### config.mk
export PLATFORM = sky130hd
export DESIGN_NAME = wfe_regs
export DESIGN_NICKNAME = d
export VERILOG_FILES = /design/src/rtl/wfe_sync2.v /design/src/rtl/wfe_engine.v /design/src/rtl/wfe_regs.v
export VERILOG_INCLUDE_DIRS = /design/src /design/src/rtl
export SDC_FILE = /design/constraint.sdc
export NUM_CORES = 1
export LEC_CHECK = 0
export BUFFER_PORTS_ARGS = -buffer_cell sky130_fd_sc_hd__buf_2
export CORE_UTILIZATION = 52
export CTS_CLUSTER_SIZE = 30
export DETAILED_ROUTE_END_ITERATION = 10
export PLACE_DENSITY = 0.77
export REMOVE_ABC_BUFFERS = 1
export SLEW_MARGIN = 15
export SYNTH_ARGS = -nofsm -noshare
export SYNTH_HDL_FRONTEND = slang
export SYNTH_SLANG_ARGS = --single-unit
### constraint.sdc
create_clock -name mclk -period 7.4 [get_ports mclk]
set_input_delay 0.74 -clock mclk [delete_from_list [all_inputs] [get_ports mclk]]
set_output_delay 0.74 -clock mclk [all_outputs]
set_load 0.02 [all_outputs]
### src/rtl/wfe_consts.vh
// Register offsets, field positions and reset values of the waveform engine
// register bank. Included by the engine and the register bank; the synchroniser does not include it.
`ifndef WFE_CONSTS_VH
`define WFE_CONSTS_VH

`define WFE_ADDR_W 16
`define WFE_OFF_EP8_FLAG_SELECT 16'hE6EA
`define WFE_OFF_EP8_STOP_ON_FLAG 16'hE6EB
`define WFE_OFF_EP8_TRIGGER 16'hE6EC
`define WFE_OFF_DATA_HIGH 16'hE6F0
`define WFE_OFF_DATA_LOW_TRIG 16'hE6F1
`define WFE_OFF_DATA_LOW_QUIET 16'hE6F2
`define WFE_OFF_READY_CONFIG 16'hE6F3
`define WFE_OFF_READY_STATUS 16'hE6F4
`define WFE_OFF_ABORT 16'hE6F5
`define WFE_OFF_ENGINE_STATUS 16'hE6F6

`define WFE_RST_FLAG_SELECT 2'h0
`define WFE_RST_STOP_ON_FLAG 1'h0
`define WFE_RST_READY_CONFIG 3'h0
`define WFE_RST_BYTE 8'h00

`define WFE_CFG_LSB 5
`define WFE_CFG_MSB 7
`define WFE_STAT_RDY_MSB 5
`define WFE_SEL_MSB 1
`define WFE_STOP_BIT 0
`define WFE_INTERNAL_READY_BIT 2
`define WFE_UNMAPPED_READ 8'h00

`define WFE_KIND_SINGLE 1'h0
`define WFE_KIND_EP8 1'h1

`endif

### src/rtl/wfe_sync2.v
// Two-stage synchroniser for a vector of pin levels.
// Assumes the inputs are asynchronous to mclk; first stage feeds only second.
module wfe_sync2 #(
	parameter WIDTH = 6
) (
	input wire mclk,
	input wire rst,
	input wire [WIDTH-1:0] async_in,
	output wire [WIDTH-1:0] sync_out
);

	reg [WIDTH-1:0] meta_q;
	reg [WIDTH-1:0] sync_q;

	always @(posedge mclk or posedge rst) begin
		if (rst) begin
			meta_q <= {WIDTH{1'b0}};
			sync_q <= {WIDTH{1'b0}};
		end else begin
			meta_q <= async_in;
			sync_q <= meta_q;
		end
	end

	assign sync_out = sync_q;

endmodule // wfe_sync2

### src/rtl/wfe_engine.v
// Waveform transaction sequencer: runs one transaction on the pins.
// Assumes start and abort are single-cycle pulses from the register bank.
`include "wfe_consts.vh"

module wfe_engine #(
	parameter STEPS = 4
) (
	input wire mclk,
	input wire rst,
	input wire start,
	input wire kind,
	input wire dir_read,
	input wire abort,
	input wire stop_flag,
	input wire ready,
	output wire busy,
	output reg done,
	output reg [2:0] ctl_q,
	output reg drive_q,
	output reg capture
);

	localparam IDLE = 2'b00;
	localparam SETUP = 2'b01;
	localparam WAIT = 2'b10;
	localparam FINISH = 2'b11;

	reg [1:0] state_q;
	reg [1:0] state_d;
	reg [7:0] step_q;
	reg kind_q;
	reg dir_q;

	assign busy = (state_q != IDLE);

	always @* begin
		state_d = state_q;
		case (state_q)
			IDLE: if (start) state_d = SETUP;
			SETUP: state_d = WAIT;
			WAIT: if (ready && step_q == STEPS - 1) state_d = FINISH;
			FINISH: state_d = IDLE;
			default: state_d = IDLE;
		endcase
		if (abort && state_q != IDLE)
			state_d = IDLE;
		else if (kind_q == `WFE_KIND_EP8 && stop_flag && state_q == WAIT)
			state_d = FINISH;
	end

	always @(posedge mclk or posedge rst) begin
		if (rst) begin
			state_q <= IDLE;
			step_q <= 8'h00;
			kind_q <= 1'b0;
			dir_q <= 1'b0;
			ctl_q <= 3'h0;
			drive_q <= 1'b0;
			done <= 1'b0;
			capture <= 1'b0;
		end else begin
			state_q <= state_d;
			done <= (state_q != IDLE) && (state_d == IDLE);
			capture <= (state_q == WAIT) && (state_d == FINISH) && dir_q;
			if (state_q == IDLE && start) begin
				kind_q <= kind;
				dir_q <= dir_read;
			end
			if (state_q == WAIT && ready)
				step_q <= step_q + 8'h01;
			else if (state_q == IDLE)
				step_q <= 8'h00;
			ctl_q <= {state_d == FINISH, state_d == WAIT, state_d == SETUP};
			drive_q <= (state_d != IDLE) && !dir_q && !(state_q == IDLE);
		end
	end

endmodule // wfe_engine

### src/rtl/wfe_regs.v
// Register bank of the waveform engine: flag select, stop-on-flag, trigger,
// single-transfer data, ready configuration and status, and abort.
// Assumes a byte-wide register port on mclk; read data one cycle later.
`include "wfe_consts.vh"

module wfe_regs #(
	parameter STEPS = 4,
	parameter WIDE_BUS = 1
) (
	input wire mclk,
	input wire rst,
	input wire [15:0] reg_addr,
	input wire [7:0] reg_wdata,
	input wire reg_wr,
	input wire reg_rd,
	output reg [7:0] reg_rdata,
	input wire [5:0] ready_pins,
	input wire [3:0] ep8_flags,
	input wire [15:0] bus_in,
	output reg [15:0] bus_out,
	output wire [15:0] bus_oe,
	output wire [2:0] ctl_out,
	output wire engine_busy,
	output wire engine_done
);

	////////////////////////////////////////////////////////////////////////
	// Pin synchronisation

	wire [5:0] ready_sync;
	wire [3:0] flags_sync;
	wire [15:0] bus_sync;

	wfe_sync2 #(.WIDTH(6)) u_sync_rdy (
		.mclk(mclk),
		.rst(rst),
		.async_in(ready_pins),
		.sync_out(ready_sync)
	);

	wfe_sync2 #(.WIDTH(4)) u_sync_flg (
		.mclk(mclk),
		.rst(rst),
		.async_in(ep8_flags),
		.sync_out(flags_sync)
	);

	wfe_sync2 #(.WIDTH(16)) u_sync_bus (
		.mclk(mclk),
		.rst(rst),
		.async_in(bus_in),
		.sync_out(bus_sync)
	);

	////////////////////////////////////////////////////////////////////////
	// Registers

	reg [1:0] flag_sel_q;
	reg stop_en_q;
	reg [2:0] ready_cfg_q;
	reg [7:0] data_low_q;
	reg [7:0] data_high_q;
	reg read_pending_q;

	wire hit_sel = (reg_addr == `WFE_OFF_EP8_FLAG_SELECT);
	wire hit_stop = (reg_addr == `WFE_OFF_EP8_STOP_ON_FLAG);
	wire hit_trig8 = (reg_addr == `WFE_OFF_EP8_TRIGGER);
	wire hit_hi = (reg_addr == `WFE_OFF_DATA_HIGH);
	wire hit_lox = (reg_addr == `WFE_OFF_DATA_LOW_TRIG);
	wire hit_lonox = (reg_addr == `WFE_OFF_DATA_LOW_QUIET);
	wire hit_cfg = (reg_addr == `WFE_OFF_READY_CONFIG);
	wire hit_stat = (reg_addr == `WFE_OFF_READY_STATUS);
	wire hit_abort = (reg_addr == `WFE_OFF_ABORT);
	wire hit_eng = (reg_addr == `WFE_OFF_ENGINE_STATUS);

	wire abort_req = reg_wr && hit_abort;
	wire single_req = (reg_wr || reg_rd) && hit_lox;
	wire ep8_req = reg_wr && hit_trig8;
	wire start = (single_req || ep8_req) && !engine_busy;

	// Internal ready replaces the pins; otherwise only ready 0 is used
	wire ready_used = ready_cfg_q[`WFE_INTERNAL_READY_BIT] ? 1'b1 : ready_sync[0];
	wire stop_flag = stop_en_q && flags_sync[flag_sel_q];
	wire capture;
	wire drive;

	// mclk stands in for the interface clock; no second domain here
	wfe_engine #(.STEPS(STEPS)) u_engine (
		.mclk(mclk),
		.rst(rst),
		.start(start),
		.kind(ep8_req ? `WFE_KIND_EP8 : `WFE_KIND_SINGLE),
		.dir_read(reg_rd),
		.abort(abort_req),
		.stop_flag(stop_flag),
		.ready(ready_used),
		.busy(engine_busy),
		.done(engine_done),
		.ctl_q(ctl_out),
		.drive_q(drive),
		.capture(capture)
	);

	assign bus_oe = WIDE_BUS ? {16{drive}} : {8'h00, {8{drive}}};

	always @(posedge mclk or posedge rst) begin
		if (rst) begin
			flag_sel_q <= `WFE_RST_FLAG_SELECT;
			stop_en_q <= `WFE_RST_STOP_ON_FLAG;
			ready_cfg_q <= `WFE_RST_READY_CONFIG;
			data_low_q <= `WFE_RST_BYTE;
			data_high_q <= `WFE_RST_BYTE;
			read_pending_q <= 1'b0;
			bus_out <= 16'h0000;
		end else begin
			if (reg_wr && hit_sel)
				flag_sel_q <= reg_wdata[`WFE_SEL_MSB:0];
			if (reg_wr && hit_stop)
				stop_en_q <= reg_wdata[`WFE_STOP_BIT];
			if (reg_wr && hit_cfg)
				ready_cfg_q <= reg_wdata[`WFE_CFG_MSB:`WFE_CFG_LSB];
			if (reg_wr && hit_hi)
				data_high_q <= reg_wdata;
			if (reg_wr && hit_lox) begin
				data_low_q <= reg_wdata;
				if (start)
					bus_out <= {data_high_q, reg_wdata};
			end
			if (start)
				read_pending_q <= reg_rd;
			// Read value lands after the transaction; firmware reads quiet copy
			if (capture && read_pending_q) begin
				data_low_q <= bus_sync[7:0];
				if (WIDE_BUS != 0)
					data_high_q <= bus_sync[15:8];
			end
		end
	end

	////////////////////////////////////////////////////////////////////////
	// Read path

	always @(posedge mclk or posedge rst) begin
		if (rst) begin
			reg_rdata <= `WFE_UNMAPPED_READ;
		end else if (reg_rd) begin
			if (hit_sel)
				reg_rdata <= {6'h00, flag_sel_q};
			else if (hit_stop)
				reg_rdata <= {7'h00, stop_en_q};
			else if (hit_hi)
				reg_rdata <= data_high_q;
			else if (hit_lox || hit_lonox)
				reg_rdata <= data_low_q;
			else if (hit_cfg)
				reg_rdata <= {ready_cfg_q, 5'h00};
			else if (hit_stat)
				reg_rdata <= {2'h0, ready_sync};
			else if (hit_eng)
				reg_rdata <= {7'h00, engine_busy};
			else
				reg_rdata <= `WFE_UNMAPPED_READ;
		end else begin
			reg_rdata <= `WFE_UNMAPPED_READ;
		end
	end

endmodule // wfe_regs

==> Word level (Yosys, flattened, before mapping) <==
Cells that the tools add are included.
{ "totals": {"ff_bits": 117, "input_bits": 54, "elab_cells": 100} }
{ "op_classes": {"add_sub_neg": 1, "n_lt_le_gt_ge": 1, "eq_ne": 17, "n_mux": 23, "n_reduce_logical": 36} }
{ "op_table": {"columns": ["operator", "n"], "rows": [
  ["== test 16 bit, second input constant", 10],
  ["two-way mux 8 bit", 12],
  ["logical AND 1 bit", 22],
  ["nonzero test 2 bit", 5],
  ["adder 8 x 1 -> 8 bit, second input constant", 1],
  ["== test 2 bit, second input constant", 4],
  ["== test 8 x 2 -> 1 bit, second input constant", 1],
  ["two-way mux 2 bit", 4],
  ["one-hot mux 2 bit (4 select lines)", 1],
  ["two-way mux 6 bit", 1],
  ["== test 2 x 1 -> 1 bit, second input constant", 2],
  ["zero test 2 bit", 2],
  ["two-way mux 1 bit", 4],
  ["zero test 1 bit", 3],
  ["logical OR 1 bit", 3],
  ["less-than comparator 2 x 3 -> 1 bit, second input constant", 1],
  ["binary-select mux 1 bit (select 2 bit)", 1],
  ["AND reduction 2 bit", 1]
]} }

==> Logic depth before layout (Yosys ltp) <==
{ "logic_depth": {"depth_word": 11, "mapped_depth": 8, "depth_no_buf": 7} }

==> Modules after synthesis <==
A second synthesis with hierarchy kept.
{ "unflattened": {"cells_unflattened": 412, "hier_area_um2": 4919.7} }
{ "by_module_without_submodules": {"columns": ["module", "n_inst", "cells_each", "area_per_inst_um2", "seq_area_each_um2"], "rows": [
  ["wfe_regs", 1, 270, 2723.9, 1176.1],
  ["wfe_engine", 1, 87, 883.3, 450.4],
  ["wfe_sync2 at u_sync_bus", 1, 33, 804.5, 800.8],
  ["wfe_sync2 at u_sync_rdy", 1, 13, 304.0, 300.3],
  ["wfe_sync2 at u_sync_flg", 1, 9, 203.9, 200.2]
]} }

==> Worst setup path before layout <==
Ideal clock, no wire load.
{ "synth_timing": {"path_type": "in2reg", "startpoint": "input port reg_addr[2]", "endpoint": "register bus_out[0]", "setup_ns": 0.125, "arrival_ns": 2.390, "required_ns": 7.275, "slack_ns": 4.885, "path_stages": 7, "path_buffers": 2, "path_cell_list": "buf_6 -> or3b_4 -> nor4_4 -> nand3_2 -> a21oi_4 -> buf_12 -> mux2_4"} }
{ "synth_via": {"elab_chain_len": 5} }
{ "synth_lines": {"columns": ["item", "line_no", "source"], "rows": [
  ["start: declaration", "wfe_regs.v:12", "input wire [15:0] reg_addr,"],
  ["== test 16 bit (no source line)", null, null],
  ["logical AND 1 bit, on equally long branches", "wfe_regs.v:77, wfe_regs.v:78", null],
  ["logical OR 1 bit", "wfe_regs.v:79", "wire start = (single_req || ep8_req) && !engine_busy;"],
  ["logical AND 1 bit", "wfe_regs.v:79", null],
  ["AND reduction 2 bit (no source line) (*)", null, null],
  ["end signal: assignment", "wfe_regs.v:127", "bus_out <= {data_high_q, reg_wdata};"],
  ["end: declaration", "wfe_regs.v:20", "output reg [15:0] bus_out,"]
]} }
Every way passes the cells marked *; elsewhere a longest branch is shown, timed or not.
A chain may end at the register's enable or synchronous reset.

==> Final worst setup path <==
{ "layout_timing": {"startpoint": "input port reg_addr[1]", "endpoint": "register bus_out[15]"} }
The elaborated chain is that of the path after synthesis.

==> impl_metrics.toml <==
[pwr]
power_leakage_uw = 0.002820
vdd_drop_max_uv = 222.0
p_per_area_nw_per_um2 = 273.5
power_uw = 1562

[min_path]
whs_path_depth = 1
hp-class = "input pin to flop"
min_from = "bus_in[10]"
holdPathEnd = "u_sync_bus.meta_q[10]"

[routing]
wl_um = 9990
first_pass_iters = 5
vias = 3181
wl_met2_um = 5263
drtIter0Drc = 115
met1_length_um = 4162
vias_per_cell = 5.494
wl_per_cell_um = 17.25
drtAntennaViolNets = 0
wl_met3_um = 372
highest_layer = "met4"
post-route-drc-count = 0

[floorplanning]
start_util_pct = 53.49
rows = 34
die-width_um = 96.48
core-area_sq_um = 8678
pin_count = 99
die_area_sq_um = 9308
chipHeight_um = 96.48

[yosys]
synth-edff-count = 0
synth_top_area_cell = "dfrtp_1"
ys_ff_latch = 116
syn_avg_cell_area_sq_um = 12.61
ys_types = 54
ys_dominant_reg_cell = "dfrtp_1"
ys_warn_count = 0
ys_async_sr_fraction_pct = 100.0
yosysSeqAreaShare_pct = 62.53
synth_most_common_cell = "dfrtp_1"
ys_top_cells_by_count = "116 x dfrtp_1, 30 x nand2_1, 27 x nor2_1"
syn_area_sq_um = 4642
synthCells = 368
synth_area_leaders = "dfrtp_1 63%, mux2i_1 4.3%, mux2_4 3.2%, mux2_2 3.2%, buf_4 2.6%"
synth_top_area_share_pct = 62.53

[clock_tree]
cts_max_path_buffers = 2
cts_tree = "done"
root_buffer = "clkbuf_8"
cts_buffers = 17
cts_resized = 0
h-tree-depth = 4
clock_latency_ns = 0.51
cts_sinks = 116
cts_hold_buf = 0
cts_setup_buffers = 0
clk_pin_slew_worst_paths_ns = 0.06

[place]
gp_congestion = 0.8069
dp.cells = 547
hpwl_um = 6498
dpl_cell_area_sq_um = 5090
io_buffers = 98

[setup_path]
r2r-end = "bus_out[15]"
cp_data_arrival_time_ns = 3.03
cp_max_fo = 22
criticalPathCategory = "input pin to flop"
cp-start-kind = "input pin"
reg2reg_from = "u_engine.state_q[0]"
required_ns = 7.79
r2r_cells = 6
r2r_slack_ns = 4.81
end_kind = "flop"

[grt]
grt_max_degree = 60
antenna_found_initial = 0
grt_pass1_vias = 3101
grt_first_pass_wirelength_um = 15340
grtUsageTotal_pct = 22.93
gr-total-overflow = 0

[layout]
nets = 515
drive_gt1_share_pct = 35.03
fin_util_pct = 65.82
stdcell_area_sq_um = 5712
antenna_cells = 0
seqCellArea_sq_um = 2903
fillers = 660
layoutNonFillerInstCount = 579
multi_input_area_sq_um = 1506
syn2layout_area_growth_pct = 23.05

[sta]
final_max_slew_viol_count = 0
fin_crit_ns = 2.636
setup_tns_ns = 0
max_slew_margin_pct = 46.46
clock_skew_ns = 0.007672
setup_violations = 0
hold_viol_final = 0
rsz0062_at_grt = "false"
fmax_ghz = 0.3794
fin_crit_sh_pct = 35.62
tightestPinTransition_ns = 0.8012

[status]
status = "complete, no violations"

[run]
cap_violations = 0
## critical path: stages
cell     delay [ns]
buf_2          0.24
nor2_1         0.58
nand4_1        0.31
a21oi_4        0.72
mux2_2         0.42
## logic make-up (layout without fill, tap and decap cells)
group / Yosys count / after routing / share of synthesized area [%]
compound gates: 59 / 59 / 8.167
buf+inv: 39 / 142 / 5.014
xor+xnor: 2 / 2 / 0.3774
simple gates: 105 / 105 / 11.91
fa+ha+maj: 3 / 3 / 0.8087
flops: 116 / 116 / 62.53
mux: 44 / 44 / 11.19
## where the power goes
part | internal [uW] | total, uW | switching, uW
logic | 20.1 | 56.6 | 36.5
registers | 650 | 655 | 5.01
clock network | 551 | 851 | 299
total | 1220 | 1560 | 341
## cell type report
class,instances,share of cell area (%)
clock buffers,18,7.317
clock inverters,14,3.571
inverters,10,0.7010
multi-input cells,213,26.37
flip-flops and latches,116,50.82
well taps,108,2.366
repair buffers,100,8.850
## routing by layer
metal | GRT usage [%] | vias to the layer above
met5 | 0 | -
met4 | 9.191 | 0
met3 | 6.651 | 21
met2 | 39.38 | 96
met1 | 27.01 | 1597
li1 | - | 1467
## placed cells by master (no fill, tap or decap), drive strengths merged, types with 3 or more instances in the layout
master	instances
a21oi	13
a2bb2oi	3
a31oi	4
buf	100
bufinv	4
clkbuf	18
clkinv	6
dfrtp	116
ha	3
inv	12
mux2	23
mux2i	20
nand2	30
nand3	9
nand4	10
nor2	27
nor2b	3
nor3	9
o21a	3
o21ai	21
o22ai	3
## per-stage QoR
step	hold WS, ns	worst slack [ns]
after floorplan	0.3312	3.588
after global placement	0.3321	4.303
after detailed placement	0.3347	4.250
after CTS	0.3149	4.799
after global routing	0.3144	4.612
final	0.3305	4.764
## state kept, by name (all words and copies together) (netlist names), 2 cells and up
signal and flops:
data_high_q 8, u_engine.ctl_q 3, u_sync_bus.sync_out 16, u_engine.state_q 2, u_sync_rdy.meta_q 6, ready_cfg_q 3
u_sync_rdy.sync_out 6, u_sync_flg.meta_q 4, u_engine.step_q 8, data_low_q 8, flag_sel_q 2, u_sync_flg.sync_out 4
reg_rdata 8, u_sync_bus.meta_q 16, bus_out 16
## worst max path at each step
| stage | startpoint | slack, ns | end |
|---|---|---|---|
| after CTS | reg_addr[0] | 4.80 | bus_out[15] |
| after global placement | reg_addr[0] | 4.30 | bus_out[10] |
| after global routing | reg_addr[1] | 4.61 | bus_out[15] |
| after floorplan | rst | 3.59 | bus_out[0] |
| after detailed placement | reg_addr[0] | 4.25 | bus_out[15] |
| final | reg_addr[1] | 4.76 | bus_out[15] |
Note: power is estimated with default switching activity, not from simulation.
